**src/core/chan_power_map.svh**
```systemverilog
// Register map, field positions and timing counts of the channel power-on control
`ifndef CHAN_POWER_MAP_SVH
`define CHAN_POWER_MAP_SVH

// Register indices; byte address is four times the index
`define CHAN_A_CFG_INDEX      20'hFE79
`define CHAN_B_CFG_INDEX      20'hFE7A
`define CHAN_A_CFG_ADDR       (`CHAN_A_CFG_INDEX * 20'h4)
`define CHAN_B_CFG_ADDR       (`CHAN_B_CFG_INDEX * 20'h4)
`define CFG_RESET_VALUE       8'h00

// Field positions inside one channel configuration byte
`define CFG_POLARITY_BIT      7
`define CFG_SW_REQUEST_BIT    6
`define CFG_SOURCE_MSB        5
`define CFG_SOURCE_LSB        4
`define CFG_ON_DELAY_MSB      3
`define CFG_ON_DELAY_LSB      2
`define CFG_OFF_DELAY_MSB     1
`define CFG_OFF_DELAY_LSB     0

// Delay codes in milliseconds
`define DELAY_CODE0_MS        10'h000
`define DELAY_CODE1_MS        10'h032
`define DELAY_CODE2_MS        10'h0FA
`define DELAY_CODE3_MS        10'h3E8

// Millisecond tick derived from the 4 ns core clock
`define CLK_PERIOD_PS         4000
`define TICK_PERIOD_PS        1000000000
`define TICK_CYCLES           ((`TICK_PERIOD_PS + `CLK_PERIOD_PS - 1) / `CLK_PERIOD_PS)

`endif

```
**src/core/chan_power_pkg.sv**
```systemverilog
// Types shared by the channel power-on control modules
package chan_power_pkg;

  typedef enum logic [3:0] {
    ST_OFF      = 4'b0001,
    ST_ON_WAIT  = 4'b0010,
    ST_ON       = 4'b0100,
    ST_OFF_WAIT = 4'b1000
  } chan_state_t;

  typedef enum logic [1:0] {
    SRC_ALWAYS  = 2'h0,
    SRC_PIN     = 2'h1,
    SRC_SW      = 2'h2,
    SRC_BOTH    = 2'h3
  } req_source_t;

endpackage : chan_power_pkg

```
**src/core/ms_tick_gen.sv**
```systemverilog
// Millisecond tick divider from the core clock
`timescale 1ns/100ps
`include "chan_power_map.svh"
module ms_tick_gen
  import chan_power_pkg::*;
#(
  parameter int unsigned TICK_CYCLES = `TICK_CYCLES
) (
  input  wire logic core_clk,
  input  wire logic reset,
  output logic      tick
);

  logic [17:0] div_r;
  logic        tick_r;
  wire         wrap = (div_r == 18'(TICK_CYCLES - 1));

  always_ff @(posedge core_clk or posedge reset) begin
    if (reset) begin
      div_r  <= 18'h00000;
      tick_r <= 1'b0;
    end else begin
      div_r  <= wrap ? 18'h00000 : div_r + 18'h00001;
      tick_r <= wrap;
    end
  end

  assign tick = tick_r;

endmodule : ms_tick_gen

```
**src/core/chan_delay_ctrl.sv**
```systemverilog
// Per-channel on and off delay sequencer
`timescale 1ns/100ps
`include "chan_power_map.svh"
module chan_delay_ctrl
  import chan_power_pkg::*;
(
  input  wire logic       core_clk,
  input  wire logic       reset,
  input  wire logic       tick,
  input  wire logic       req,
  input  wire logic [1:0] on_code,
  input  wire logic [1:0] off_code,
  output logic            chan_on
);

  function automatic logic [9:0] delay_ms(input logic [1:0] code);
    case (code)
      2'h0:    delay_ms = `DELAY_CODE0_MS;
      2'h1:    delay_ms = `DELAY_CODE1_MS;
      2'h2:    delay_ms = `DELAY_CODE2_MS;
      default: delay_ms = `DELAY_CODE3_MS;
    endcase
  endfunction : delay_ms

  chan_state_t state_r;
  chan_state_t state_nxt;
  logic [9:0]  cnt_r;
  logic [9:0]  cnt_nxt;
  logic        chan_on_r;

  wire [9:0] on_target  = delay_ms(on_code);
  wire [9:0] off_target = delay_ms(off_code);
  wire [9:0] cnt_inc    = cnt_r + 10'h001;

  // Counter restarts on every entry to a wait state, so a request that
  // toggles before expiry begins the full delay again
  always_comb begin
    state_nxt = state_r;
    cnt_nxt   = cnt_r;
    case (state_r)
      ST_OFF: begin
        cnt_nxt = 10'h000;
        if (req) begin
          state_nxt = (on_target == 10'h000) ? ST_ON : ST_ON_WAIT;
        end
      end
      ST_ON_WAIT: begin
        if (!req) begin
          state_nxt = ST_OFF;
          cnt_nxt   = 10'h000;
        end else if (tick) begin
          cnt_nxt = cnt_inc;
          if (cnt_inc >= on_target) begin
            state_nxt = ST_ON;
          end
        end
      end
      ST_ON: begin
        cnt_nxt = 10'h000;
        if (!req) begin
          state_nxt = (off_target == 10'h000) ? ST_OFF : ST_OFF_WAIT;
        end
      end
      ST_OFF_WAIT: begin
        if (req) begin
          state_nxt = ST_ON;
          cnt_nxt   = 10'h000;
        end else if (tick) begin
          cnt_nxt = cnt_inc;
          if (cnt_inc >= off_target) begin
            state_nxt = ST_OFF;
          end
        end
      end
      default: begin
        state_nxt = ST_OFF;
        cnt_nxt   = 10'h000;
      end
    endcase
  end

  always_ff @(posedge core_clk or posedge reset) begin
    if (reset) begin
      state_r   <= ST_OFF;
      cnt_r     <= 10'h000;
      chan_on_r <= 1'b0;
    end else begin
      state_r   <= state_nxt;
      cnt_r     <= cnt_nxt;
      chan_on_r <= (state_nxt == ST_ON) || (state_nxt == ST_OFF_WAIT);
    end
  end

  assign chan_on = chan_on_r;

  // Helper: ticks seen since the current wait began
  logic [10:0] wait_ticks_r;
  always_ff @(posedge core_clk or posedge reset) begin
    if (reset) begin
      wait_ticks_r <= 11'h000;
    end else if (state_r != state_nxt) begin
      wait_ticks_r <= 11'h000;
    end else if (tick) begin
      wait_ticks_r <= wait_ticks_r + 11'h001;
    end
  end

  chk_on_delay_len: assert property (
    @(posedge core_clk) disable iff (reset)
    (state_r == ST_ON_WAIT) && (state_nxt == ST_ON)
      |-> (wait_ticks_r + 11'h001 == {1'b0, on_target}))
    else $error("on delay did not last the programmed ticks");

  chk_off_delay_len: assert property (
    @(posedge core_clk) disable iff (reset)
    (state_r == ST_OFF_WAIT) && (state_nxt == ST_OFF)
      |-> (wait_ticks_r + 11'h001 == {1'b0, off_target}))
    else $error("off delay did not last the programmed ticks");

  chk_wait_restart: assert property (
    @(posedge core_clk) disable iff (reset)
    (state_r == ST_ON_WAIT) && !req |=> (state_r == ST_OFF) && !chan_on)
    else $error("on wait not abandoned when request dropped");

  chk_zero_delay_on: assert property (
    @(posedge core_clk) disable iff (reset)
    (state_r == ST_OFF) && req && (on_code == 2'h0) |=> chan_on)
    else $error("zero on delay did not turn channel on at once");

endmodule : chan_delay_ctrl

```
**src/core/channel_power_on_control.sv**
```systemverilog
// Channel A and B power-on request logic with APB configuration registers
// Behaviour
// Bit 7 inverts request pin polarity; 1 means low pin requests on.
// Bit 6 is the software on request, used when software is a source.
// Source select 00 keeps the channel requested on permanently.
// Source select 01 follows only the polarity-adjusted request pin.
// Source select 10 follows only the software request bit.
// Source select 11 requests on only when pin and software bit both assert.
// Bits 3:2 delay soft start after request: 0, 50, 250, 1000 ms.
// Bits 1:0 delay turn-off after request drop: 0, 50, 250, 1000 ms.
// Channel B has its own identical, independent configuration register.
// System drives each request pin at the programmed polarity when pin control used.
// Delays count millisecond ticks; a request change restarts the count.
`timescale 1ns/100ps
`include "chan_power_map.svh"
module channel_power_on_control
  import chan_power_pkg::*;
#(
  parameter int unsigned TICK_CYCLES = `TICK_CYCLES
) (
  input  wire logic        core_clk,
  input  wire logic        reset,
  input  wire logic        psel,
  input  wire logic        penable,
  input  wire logic        pwrite,
  input  wire logic [19:0] paddr,
  input  wire logic [31:0] pwdata,
  output logic      [31:0] prdata,
  output logic             pready,
  output logic             pslverr,
  input  wire logic        chan_a_on_request,
  input  wire logic        chan_b_on_request,
  output logic             chan_a_soft_start_en,
  output logic             chan_b_soft_start_en
);

  // Request combining, shared by both channels
  function automatic logic effective_request(input logic [7:0] cfg, input logic pin);
    logic pin_on;
    logic sw_on;
    pin_on = pin ^ cfg[`CFG_POLARITY_BIT];
    sw_on  = cfg[`CFG_SW_REQUEST_BIT];
    case (req_source_t'(cfg[`CFG_SOURCE_MSB:`CFG_SOURCE_LSB]))
      SRC_ALWAYS: effective_request = 1'b1;
      SRC_PIN:    effective_request = pin_on;
      SRC_SW:     effective_request = sw_on;
      SRC_BOTH:   effective_request = pin_on & sw_on;
      default:    effective_request = 1'b1;
    endcase
  endfunction : effective_request

  // Pin synchronisers; first stage feeds only the second
  logic [1:0] pin_meta_r;
  logic [1:0] pin_sync_r;

  always_ff @(posedge core_clk or posedge reset) begin
    if (reset) begin
      pin_meta_r <= 2'h0;
      pin_sync_r <= 2'h0;
    end else begin
      pin_meta_r <= {chan_b_on_request, chan_a_on_request};
      pin_sync_r <= pin_meta_r;
    end
  end

  // Configuration registers
  logic [7:0] cfg_a_r;
  logic [7:0] cfg_b_r;

  // APB slave: one wait state, response registered
  logic        pready_r;
  logic [31:0] prdata_r;
  logic        pslverr_r;

  wire         hit_a     = (paddr == `CHAN_A_CFG_ADDR);
  wire         hit_b     = (paddr == `CHAN_B_CFG_ADDR);
  wire         mapped    = hit_a | hit_b;
  wire         access_ph = psel & penable;
  wire         respond   = access_ph & ~pready_r;
  wire         commit    = access_ph & pready_r;
  wire         wr_a      = commit & pwrite & hit_a;
  wire         wr_b      = commit & pwrite & hit_b;
  wire [31:0]  rd_value  = hit_a ? {24'h000000, cfg_a_r} :
                           hit_b ? {24'h000000, cfg_b_r} : 32'h00000000;

  always_ff @(posedge core_clk or posedge reset) begin
    if (reset) begin
      pready_r  <= 1'b0;
      prdata_r  <= 32'h00000000;
      pslverr_r <= 1'b0;
    end else begin
      pready_r  <= respond;
      prdata_r  <= (respond & ~pwrite) ? rd_value : 32'h00000000;
      pslverr_r <= respond & ~mapped;
    end
  end

  always_ff @(posedge core_clk or posedge reset) begin
    if (reset) begin
      cfg_a_r <= `CFG_RESET_VALUE;
      cfg_b_r <= `CFG_RESET_VALUE;
    end else begin
      if (wr_a) begin
        cfg_a_r <= pwdata[7:0];
      end
      if (wr_b) begin
        cfg_b_r <= pwdata[7:0];
      end
    end
  end

  assign prdata  = prdata_r;
  assign pready  = pready_r;
  assign pslverr = pslverr_r;

  // Effective requests; pin polarity relies on the system driving it as programmed
  wire req_a = effective_request(cfg_a_r, pin_sync_r[0]);
  wire req_b = effective_request(cfg_b_r, pin_sync_r[1]);

  wire ms_tick;

  ms_tick_gen #(
    .TICK_CYCLES (TICK_CYCLES)
  ) u_tick (
    .core_clk (core_clk),
    .reset    (reset),
    .tick     (ms_tick)
  );

  // Tick phase is free-running, so each delay may run short by up to 1 ms
  chan_delay_ctrl u_delay_a (
    .core_clk (core_clk),
    .reset    (reset),
    .tick     (ms_tick),
    .req      (req_a),
    .on_code  (cfg_a_r[`CFG_ON_DELAY_MSB:`CFG_ON_DELAY_LSB]),
    .off_code (cfg_a_r[`CFG_OFF_DELAY_MSB:`CFG_OFF_DELAY_LSB]),
    .chan_on  (chan_a_soft_start_en)
  );

  chan_delay_ctrl u_delay_b (
    .core_clk (core_clk),
    .reset    (reset),
    .tick     (ms_tick),
    .req      (req_b),
    .on_code  (cfg_b_r[`CFG_ON_DELAY_MSB:`CFG_ON_DELAY_LSB]),
    .off_code (cfg_b_r[`CFG_OFF_DELAY_MSB:`CFG_OFF_DELAY_LSB]),
    .chan_on  (chan_b_soft_start_en)
  );

  wire [1:0] src_a = cfg_a_r[`CFG_SOURCE_MSB:`CFG_SOURCE_LSB];

  chk_always_on: assert property (
    @(posedge core_clk) disable iff (reset)
    ((src_a == 2'h0) && (cfg_a_r[3:2] == 2'h0)) [*2] |=> chan_a_soft_start_en)
    else $error("always-on source did not keep channel A on");

  chk_pin_normal: assert property (
    @(posedge core_clk) disable iff (reset)
    (src_a == 2'h1) && !cfg_a_r[7] |-> req_a == $past(chan_a_on_request, 2))
    else $error("pin source request mismatch on channel A");

  chk_pin_invert: assert property (
    @(posedge core_clk) disable iff (reset)
    (src_a == 2'h1) && cfg_a_r[7] ##0 $past(chan_a_on_request, 2) == 1'b0
      && $past(reset, 2) == 1'b0 |-> req_a)
    else $error("inverted pin low did not request channel A");

  chk_sw_only: assert property (
    @(posedge core_clk) disable iff (reset)
    (src_a == 2'h2) |-> req_a == cfg_a_r[6])
    else $error("software source request mismatch on channel A");

  chk_sw_bit: assert property (
    @(posedge core_clk) disable iff (reset)
    wr_a && pwdata[5:4] == 2'h2 && pwdata[6] |=> req_a)
    else $error("software request write did not request channel A");

  chk_both_needed: assert property (
    @(posedge core_clk) disable iff (reset)
    (src_a == 2'h3) && !cfg_a_r[6] |-> !req_a)
    else $error("combined source requested without software bit");

  chk_chan_b_indep: assert property (
    @(posedge core_clk) disable iff (reset)
    wr_a |=> $stable(cfg_b_r))
    else $error("channel A write disturbed channel B register");

  // Checked against the raw pin two edges back, so the synchroniser is covered too
  chk_b_pin_src: assert property (
    @(posedge core_clk) disable iff (reset)
    (cfg_b_r[5:4] == 2'h1) |-> req_b == ($past(chan_b_on_request, 2) ^ cfg_b_r[7]))
    else $error("pin source request mismatch on channel B");

  chk_apb_wait: assert property (
    @(posedge core_clk) disable iff (reset)
    psel && penable && !pready |=> pready)
    else $error("APB access did not complete after one wait state");

endmodule : channel_power_on_control

```
**config.mk**
```make
export PLATFORM = sky130hd
export DESIGN_NAME = channel_power_on_control
export DESIGN_NICKNAME = d
export VERILOG_FILES = /design/src/core/chan_power_pkg.sv /design/src/core/ms_tick_gen.sv /design/src/core/chan_delay_ctrl.sv /design/src/core/channel_power_on_control.sv
export VERILOG_INCLUDE_DIRS = /design/src /design/src/core
export SDC_FILE = /design/constraint.sdc
export NUM_CORES = 1
export LEC_CHECK = 0
export ABC_AREA = 1
export BUFFER_PORTS_ARGS = -buffer_cell sky130_fd_sc_hd__buf_2
export CELL_PAD_IN_SITES_DETAIL_PLACEMENT = 0
export CELL_PAD_IN_SITES_GLOBAL_PLACEMENT = 1
export CORE_ASPECT_RATIO = 0.8
export CORE_UTILIZATION = 46
export CTS_BUF_LIST = sky130_fd_sc_hd__clkbuf_2
export CTS_CLUSTER_DIAMETER = 30
export CTS_CLUSTER_SIZE = 10
export DETAILED_ROUTE_END_ITERATION = 7
export GPL_TIMING_DRIVEN = 1
export PLACE_DENSITY_LB_ADDON = 0.1
export RECOVER_POWER = 100
export SYNTH_ARGS = -nofsm -noshare
export SYNTH_HDL_FRONTEND = slang
export SYNTH_SLANG_ARGS = --single-unit
```
**constraint.sdc**
```tcl
create_clock -name core_clk -period 4.34 [get_ports core_clk]
set_input_delay 0.217 -clock core_clk [delete_from_list [all_inputs] [get_ports core_clk]]
set_output_delay 0.217 -clock core_clk [all_outputs]
set_load 0.01 [all_outputs]
```
[Word-level counts from Yosys, hierarchy flattened]
Index checks and enable logic that the tools add are counted.
Operators by class
  equal/unequal tests: 29
  add/sub/neg operators: 3
  multiplexer cells: 40
  magnitude comparators: 4
  reduce and logical (&&, ||, !) cells: 12
  bitwise gates (word level): 16
Operators by type and width (number)
  10-bit case mux with 3 select lines: 4
  4-bit two-way mux: 18
  10-bit two-way mux: 6
  20-bit by 18-bit equality test with 1-bit output, second input constant: 2
  10-bit greater-or-equal comparator: 4
  10-bit logical NOT: 4
  10-bit case mux with 2 select lines: 2
  4-bit case mux with 4 select lines: 2
  8-bit two-way mux: 3
  10-bit by 1-bit adder with 10-bit output, second input constant: 2
  18-bit by 1-bit adder with 18-bit output, second input constant: 1
  18-bit equality test, second input constant: 1
  18-bit two-way mux: 1
  2-bit equality test, second input constant: 8
  4-bit by 3-bit equality test with 1-bit output, second input constant: 4
  4-bit equality test, second input constant: 4
  2-bit by 1-bit equality test with 1-bit output, second input constant: 6
  2-bit logical NOT: 6
  1-bit AND: 10
  4-bit by 1-bit equality test with 1-bit output, second input constant: 2
  4-bit by 2-bit equality test with 1-bit output, second input constant: 2
  1-bit case mux with 4 select lines: 2
  3-bit two-way mux: 2
  1-bit inverter: 3
  other kinds (3): 5
Word-level totals
  word-level logic and storage cells: 119
  output and inout port bits: 36
  flip-flop bits (word level): 79
  input port bits: 59

[Depth between registers and ports, before layout]
Gate-level depths: netlist of run 1.
  word-level depth: 9
  gate-level depth with buffers: 20

[Hierarchy]
From an unflattened synthesis of run 1, not the netlist that was laid out.
Unflattened totals
  cells, all modules: 756
  area total of the unflattened synthesis: 5631.7 µm²
Modules (own cells, without submodules)
  chan_delay_ctrl: instances 2, cells an instance 209, area an instance 1451.4 µm²
  channel_power_on_control: instances 1, cells an instance 193, area an instance 1646.6 µm²
  ms_tick_gen: instances 1, cells an instance 145, area an instance 1082.3 µm²

[Least setup slack after synthesis of run 1]
OpenSTA, ideal clock, no wires.
  path type: flip-flop to flip-flop
  start: register u_delay_a.cnt_r[0]
  end: register u_delay_a.chan_on_r, in the netlist u_delay_a.chan_on
  setup time: 0.069 ns
  required time: 4.271 ns
  stages on the path, launching flop included: 21
  period minus slack after synthesis: 2.206 ns
  arrival: 2.137 ns
  setup slack: 2.134 ns
  buffers on the path: 0
  cells stage by stage: dfrtp_1 ha_1 nand2_2 nor2_2 or2_2 o21ai_0 inv_1 ha_1 nand2_1 inv_1 nand2_1 nand2_1 nand2_1 nand2_1 nand2_1 nand2_1 nand2_1 nand2_1 nand2_2 nand2_2 nor2_2
Between the ends
  cells in the longest elaborated chain, start to end: 8
RTL lines
  from (decl): RTL line chan_delay_ctrl.sv:27  | logic [9:0] cnt_r;
  from (signal assigned): RTL line chan_delay_ctrl.sv:89  | cnt_r <= cnt_nxt;
  10-bit by 1-bit adder with 10-bit output (*): RTL line chan_delay_ctrl.sv:33  | wire [9:0] cnt_inc = cnt_r + 10'h001;
  10-bit greater-or-equal comparator (on tied branches): RTL line chan_delay_ctrl.sv:70, chan_delay_ctrl.sv:53
  4-bit two-way mux (on tied branches): RTL line chan_delay_ctrl.sv:70, chan_delay_ctrl.sv:53
  4-bit two-way mux (on tied branches): RTL line chan_delay_ctrl.sv:68, chan_delay_ctrl.sv:51
  4-bit two-way mux (on tied branches): RTL line chan_delay_ctrl.sv:65, chan_delay_ctrl.sv:48
  4-bit case mux with 4 select lines (*): RTL line chan_delay_ctrl.sv:40  | case (state_r)
  net u_delay_a.state_nxt[0]: RTL line chan_delay_ctrl.sv:26  | chan_state_t state_nxt;
  4-bit by 3-bit equality test with 1-bit output / 4-bit equality test (equally long branches): RTL line chan_delay_ctrl.sv:90  | chan_on_r <= (state_nxt == ST_ON) || (state_nxt == ST_OFF_WAIT);
  1-bit logical OR (*): RTL line chan_delay_ctrl.sv:90
  to (signal assigned): RTL line chan_delay_ctrl.sv:90
  to (decl): RTL line chan_delay_ctrl.sv:29  | logic chan_on_r;
The timed path passes the listed nets; every way through them passes the cells marked *.
A chain may end at the register's enable or synchronous reset.

==> results of run 1 <==
-- sequential cells by signal, indices dropped and copies added (netlist names) --
register	flops
u_delay_b.chan_on	1
prdata	8
pin_sync_r	2
u_delay_a.chan_on	1
u_delay_a.cnt_r	10
cfg_b_r	8
u_tick.div_r	18
pslverr	1
cfg_a_r	8
u_delay_a.state_r	4
u_tick.tick	1
u_delay_b.cnt_r	10
pready	1
pin_meta_r	2
u_delay_b.state_r	4
-- per-layer routing --
| layer | vias to the layer above | wire length [µm] | track usage [%] |
|---|---|---|---|
| met5 | - | 0 | 0 |
| met4 | 0 | 106 | 4.18 |
| met3 | 10 | 529 | 5.37 |
| met2 | 106 | 4620 | 31.3 |
| met1 | 1921 | 5430 | 28.8 |
| li1 | 2180 | - | - |
-- placed cells by master (no fill, tap or decap), types with 10 or more instances in the layout --
cell type | Yosys | final
a211oi_1 | 10 | 10
a21oi_1 | 27 | 28
buf_2 | 1 | 34
clkbuf_1 | 4 | 13
clkbuf_2 | 0 | 10
conb_1 | 1 | 24
dfrtp_1 | 77 | 77
dlygate4sd3_1 | 0 | 13
ha_1 | 42 | 42
inv_1 | 111 | 114
nand2_1 | 138 | 143
nand3_1 | 33 | 33
nor2_1 | 44 | 48
nor3_1 | 11 | 12
nor4_1 | 10 | 11
o21ai_0 | 16 | 32
xor2_1 | 14 | 14
-- power groups by stage --
stage	clock [µW]	combinational, µW	sequential (µW)
6_report	356	57.8	742
5_1_grt	410	66.5	743
4_1_cts	379	60.5	742
3_5_place_dp	0	51.8	754
3_3_place_gp	0	50.9	754
2_1_floorplan	0	43.1	755
-- stage by stage --
step / utilization [%] / hold slack [ns] / setup WS [ns]
CTS: 52.1 / 0.0664 / 1.78
detailed placement: 50.0 / 0.327 / 1.80
floorplan: - / 0.248 / 2.10
finish: 51.2 / 0.114 / 1.46
global route: 51.2 / 0.0438 / 0.912
global placement: 50.0 / 0.328 / 1.87
-- cell usage after synthesis, types with 4 or more instances --
| library cell | instances | area share [%] |
|---|---|---|
| a21oi_1 | 27 | 2.6 |
| nand3_1 | 33 | 3.2 |
| o21ai_0 | 16 | 1.5 |
| nor2_1 | 44 | 3.2 |
| xnor2_1 | 4 | 0.68 |
| buf_4 | 26 | 3.8 |
| nor3_1 | 11 | 1.1 |
| ha_1 | 42 | 10 |
| nand4_1 | 9 | 1.1 |
| dfrtp_1 | 77 | 37 |
| nand3_2 | 4 | 0.77 |
| nor3_2 | 4 | 0.77 |
| o21ai_1 | 16 | 1.5 |
| nor4_1 | 10 | 1.2 |
| inv_1 | 111 | 8.0 |
| nand2_2 | 13 | 1.6 |
| a211oi_1 | 10 | 1.4 |
| xor2_1 | 14 | 2.4 |
| inv_2 | 14 | 1.0 |
| o21ai_2 | 9 | 1.5 |
| nor2_2 | 5 | 0.60 |
| nand2_1 | 138 | 10 |
| clkbuf_1 | 4 | 0.29 |
-- path summary, 6_finish.rpt --
kind                                               from                           end  cells after the start
setup / recovery                                  reset  u_delay_a.cnt_r[7]$_DFF_PP0_                      4
hold / removal                                 paddr[0]           prdata[2]$_DFF_PP0_                      6
setup reg to reg           u_delay_b.cnt_r[0]$_DFF_PP0_   u_delay_b.chan_on$_DFF_PP0_                     16
hold reg to reg                 pin_meta_r[1]$_DFF_PP0_       pin_sync_r[1]$_DFF_PP0_                      0
max in group core_clk      u_delay_b.cnt_r[0]$_DFF_PP0_   u_delay_b.chan_on$_DFF_PP0_                     16
min in group asynchronous                         reset    u_tick.div_r[16]$_DFF_PP0_                      3
-- cells by family (layout without fill, tap and decap cells) --
family | count (synthesis) | in the layout | synth area share, %
AND/OR/NAND/NOR | 279 | 279 | 25.0
buffers and inverters | 157 | 202 | 13.4
other | 1 | 24 | 0.0723
XOR/XNOR | 18 | 18 | 3.04
adder cells (fa/ha/maj) | 42 | 42 | 10.1
flip-flops | 79 | 79 | 38.2
AO/OA/AOI/OAI | 87 | 87 | 10.1
-- worst max-delay path, delay by kind of cell --
family	cells	cell delay, ns
buffers and inverters	4	3.09
-- cell type report --
cell class	instances	area [µm²]	area share [%]
multi-input combinational	450	2520	45.0
sequential	79	1980	35.4
inverter	125	470	8.40
timing repair buffer	61	357	6.37
tap	144	180	3.22
clock buffer	10	50.0	0.894
clock inverter	6	45.0	0.804
==> impl_metrics.toml, run 1 <==
[pwr]
power_frac_comb_pct = 5.0
pwr-share-seq_pct = 64.2
p_total_uw = 1160
ir_drop_mv = 0.189
p_leak_uw = 0.00268
power.density_nw_per_um2 = 206
netSwitchingPower_uw = 313
p_clk_share_pct = 30.8
p_sw_share_pct = 27.1
internal_power_uw = 843

[grt]
overflow = 0
grt_pass1_wl_mm = 19.0
grt_start_max_net_pins = 56
grt_pass1_vias = 4133
grt.total_usage_pct = 20.4
antenna_found_initial = 0

[critical_path]
cp.arrival_ns = 3.32
crit_slowest_cell = "clkinvlp_2"
cp_max_fo = 55
cp-end-kind = "async pin"
crit_type = "in2async"
cp_slowest_stage_delay_ns = 1.33
worst-r2r-setup-slack_ns = 1.63
critPathLaunchType = "input port"
path_cells = "dlygate4sd3_1 -> buf_2 -> clkinvlp_2 -> clkbuf_1"
worstPathRequired_ns = 4.78

[sta]
setup_viol = 0
finalHoldViolCount = 0
rsz0062_at_grt = "no"
relSlewSlack_pct = -58.7
period_share_pct = 66.3
timing.fmax_ghz = 0.347
drv_slew = 56
layout_min_cycle_time_ns = 2.88
setup-tns-final_ns = 0
worst_pin_slew_ns = 2.37
skew_ns = 0.0304

[floorplanning]
die_h_um = 97.0
rows = 34
ioPinCount = 95
start_util_pct = 47.4
core_um2 = 10900
dieArea_um2 = 11700
die_w_um = 121

[placed_design]
portBuffers = 46
gp_congestion = 0.788
post_dp_cell_area_um2 = 5470
placed_cells = 846
dpl.hpwl_mm = 8.00

[synth]
ys.flop_type = "dfrtp_1"
ys_ff_latch = 79
synth_async_sr_flop_share_pct = 100
synth.distinct_cells = 40
yosysWarnings = 0
syn_avg_cell_area_um2 = 7.82
synth-edff-count = 0
syn_area_um2 = 5180
netlist_instances = 663
yosysSeqAreaShare_pct = 38.2

[cells_and_area]
nNetsFinal = 827
drive_gt1_share_pct = 11.8
fillers = 1085
design_area_um2 = 5600
fin_cells = 875
synthToLayoutAreaGrowth_pct = 7.99
diodes = 0

[clock_tree]
clk_pin_slew_worst_paths_ns = 0.23
clock_latency_ns = 0.54
cts_tree = "yes"
root_buffer = "clkbuf_2"
post_cts_resized = 0
cts_setup_buffers = 0
cts_max_level = 3
cts_made_buffers = 9
postCtsHoldBufs = 13
cts_max_path_buffers = 2
cts_sinks = 79

[routing]
vias_per_cell = 4.82
num_vias = 4217
first_iter_violations = 191
drt_pass1_iterations = 5
drc = 0
drt-total-wl_mm = 10.7
wire_per_inst_um = 12.2
antenna_left = 0

[flow_run]
max_cap_viol_count = 1

[outcome]
status = "finished, violations left"
violations = "capacitance limit, slew limit"

[worst_hold_path]
hp-class = "in2reg"
(Power assumes the default switching activity.)
==> run 2: changes to the inputs <==
--- a/config.mk
+++ b/config.mk
@@ -6,12 +6,12 @@
 export SDC_FILE = /design/constraint.sdc
 export NUM_CORES = 1
 export LEC_CHECK = 0
-export ABC_AREA = 1
+export ABC_AREA = 0
 export BUFFER_PORTS_ARGS = -buffer_cell sky130_fd_sc_hd__buf_2
 export CELL_PAD_IN_SITES_DETAIL_PLACEMENT = 0
 export CELL_PAD_IN_SITES_GLOBAL_PLACEMENT = 1
 export CORE_ASPECT_RATIO = 0.8
-export CORE_UTILIZATION = 46
+export CORE_UTILIZATION = 40
 export CTS_BUF_LIST = sky130_fd_sc_hd__clkbuf_2
 export CTS_CLUSTER_DIAMETER = 30
 export CTS_CLUSTER_SIZE = 10
==> constraint.sdc (replaced) <==
create_clock -name core_clk -period 2.3 [get_ports core_clk]
set_input_delay 0.115 -clock core_clk [delete_from_list [all_inputs] [get_ports core_clk]]
set_output_delay 0.115 -clock core_clk [all_outputs]
set_load 0.01 [all_outputs]
==> impl_metrics.toml, run 2 <==
[pwr]
p_leak_uw = 0.00291
pwr-share-seq_pct = 60.9
power_frac_comb_pct = 4.8
internal_power_uw = 1700
p_clk_share_pct = 34.2
ir_drop_mv = 0.285
netSwitchingPower_uw = 596
power.density_nw_per_um2 = 358
p_sw_share_pct = 25.9

[critical_path]
crit_type = "reg2reg"
critPathLaunchType = "register"
crit_start = "u_delay_a.cnt_r[0]$_DFF_PP0_"
cp-end-kind = "register"
r2r_end = "u_delay_a.state_r[3]$_DFF_PP0_"
cp.arrival_ns = 3.09
worst-r2r-setup-slack_ns = -0.25
cp_max_fo = 4
reg2reg_from = "u_delay_a.cnt_r[0]$_DFF_PP0_"
r2r_cells = 9
worstPathRequired_ns = 2.85

[grt]
grt_pass1_wl_mm = 19.3
overflow = 0
grt_pass1_vias = 3965
antenna_found_initial = 0
grt_start_max_net_pins = 80
grt.total_usage_pct = 19.4

[placed_design]
portBuffers = 46
gp_congestion = 0.784
dpl.hpwl_mm = 8.13
placed_cells = 789

[clock_tree]
cts_sinks = 79
cts_tree = "yes"
cts_max_path_buffers = 2
clock_latency_ns = 0.61
cts_max_level = 3
root_buffer = "clkbuf_2"
clk_pin_slew_worst_paths_ns = 0.25
cts_made_buffers = 9

[sta]
setup-tns-final_ns = -0.801
rsz0062_at_grt = "yes"
skew_ns = 0.0304
layout_min_cycle_time_ns = 2.55
setup_ws_ns = -0.247
setup_viol = 5
drv_slew = 80
worst_pin_slew_ns = 1.98
timing.fmax_ghz = 0.393
period_share_pct = 111
finalHoldViolCount = 0
relSlewSlack_pct = -31.9

[cells_and_area]
seq_area_um2 = 1990
drive_gt1_share_pct = 28.2
final_cell_mix = "71 x dfrtp_1, 66 x buf_4, 63 x nor2_1"
reg_top3 = "u_tick.div_r: 18 flops, u_delay_a.cnt_r: 10 flops, u_delay_b.cnt_r: 10 flops"
fin_cells = 837
synthToLayoutAreaGrowth_pct = 27.8
multi_input_comb_area_um2 = 3070
fillers = 1128
diodes = 0
final_common_cell = "dfrtp_1"
nNetsFinal = 762
largest_reg_flops = 18
largest-register = "u_tick.div_r"

[routing]
antenna_left = 0
num_vias = 4068
drt_pass1_iterations = 5
drt-total-wl_mm = 11.6
drc = 0
vias_per_cell = 4.86
first_iter_violations = 168
wire_per_inst_um = 13.9

[synth]
synth_top_area_share_pct = 38.4
synth_async_sr_flop_share_pct = 100
yosys.area.top_type = "dfrtp_1"
ys.flop_type = "dfrtp_1"
netlist_instances = 529
syn_avg_cell_area_um2 = 9.50
yosysMostFrequentCell = "dfrtp_1"
synth-edff-count = 0
yosys-top-cells-area = "dfrtp_1 38%, ha_1 10%, nor2_1 5.1%"
yosysWarnings = 0
syn_area_um2 = 5020
synth.distinct_cells = 59
yosysSeqAreaShare_pct = 39.4
ys_top_cells_by_count = "77 x dfrtp_1, 68 x nor2_1, 49 x nand2_1"
ys_ff_latch = 79

[outcome]
status = "finished, violations left"
violations = "capacitance limit, slew limit, setup timing"

[floorplanning]
die_h_um = 102
core_um2 = 12200
start_util_pct = 41.2
ioPinCount = 95
rows = 36
die_w_um = 127
dieArea_um2 = 13000

[worst_hold_path]
whs_endpoint = "prdata[4]$_DFF_PP0_"
hp-class = "in2reg"
whs_path_depth = 4
timing.hold.worst.start = "psel"

[flow_run]
max_cap_viol_count = 1
## run 2: cell count changes after synthesis, sizes merged, moves of 19 or more
| cell | delta |
|---|---|
| inv | -94 |
| o21ai | -30 |
| nand2 | -100 |
| xnor2 | +24 |
| a21oi | -19 |
| nand3 | -20 |
## run 2: through the flow
step	total power, µW	instance area [µm²]	setup WS, ns	hold WS [ns]	utilization (%)
floorplan	1500	5140	-0.149	0.146	-
global placement	1520	5790	-0.195	0.224	47.4
detailed placement	1520	5790	-0.273	0.224	47.4
CTS	2350	6320	-0.256	0.0522	51.8
global route	2410	6420	-0.416	0.0724	52.6
finish	2300	6420	-0.247	0.109	52.6
## run 2: what timing repair did
action                                 4_1_cts  5_1_grt
endpoints found under the hold margin      107        0
cloned                                       0        0
setup buffers                                6        7
setup endpoints to repair                    9        9
pin swaps                                   25       18
gates resized for setup                     35       26
hold buffers                                19        0
## run 2: worst max-delay path by stage
stage,depth (start not counted),endpoint
2_1_floorplan,11,u_delay_a.chan_on$_DFF_PP0_
3_3_place_gp,9,u_delay_a.chan_on$_DFF_PP0_
3_5_place_dp,9,u_delay_a.chan_on$_DFF_PP0_
4_1_cts,9,u_delay_a.chan_on$_DFF_PP0_
5_1_grt,11,u_delay_a.chan_on$_DFF_PP0_
6_report,9,u_delay_a.state_r[3]$_DFF_PP0_
## run 2: layer usage
metal | vias up | share of wire [%] | wire length [µm] | global-route usage [%]
li1 | 2054 | - | - | -
met1 | 1919 | 51 | 5900 | 27.3
met2 | 86 | 45 | 5170 | 29.4
met3 | 9 | 3.6 | 419 | 5.18
met4 | 0 | 1.1 | 125 | 5.31
met5 | - | 0 | 0 | 0
## run 2: logic make-up (layout without fill, tap and decap cells)
kind of cell               count (synthesis)  after routing  synth area share, %
muxes                                     19             19                 4.28
buffers and inverters                     68            182                 6.87
other                                      1             24               0.0746
and+or+nand+nor                          198            198                 19.8
DFF                                       79             79                 39.4
adders and majority gates                 42             42                 10.5
AOI/OAI and AO/OA                         71             71                 9.91
xor gates and xnor gates                  51             51                 9.17
## run 2: power groups by stage
stage / clock [µW] / combinational, µW / sequential [µW]
detailed placement: 0 / 98.7 / 1420
floorplan: 0 / 77.7 / 1420
global placement: 0 / 97.8 / 1420
global route: 885 / 128 / 1400
finish: 787 / 110 / 1400
CTS: 828 / 120 / 1400
## run 2: critical path, stage by stage (launching register included)
cell	delay, ns
dfrtp_1	0.46
nand4_1	0.18
o21a_1	0.24
or2_4	0.24
ha_4	0.16
or4_4	0.49
o21ai_4	0.17
a311oi_2	0.12
or3_1	0.35
nand2_1	0.09
## run 2: area by class of cell
class                   instances  share of cell area [%]
multi-input cells             405                    47.8
flip-flops and latches         79                    30.9
repair buffers                135                    14.3
well taps                     171                    3.33
inverters                      31                    1.83
clock inverters                 5                   0.916
clock buffers                  11                   0.858
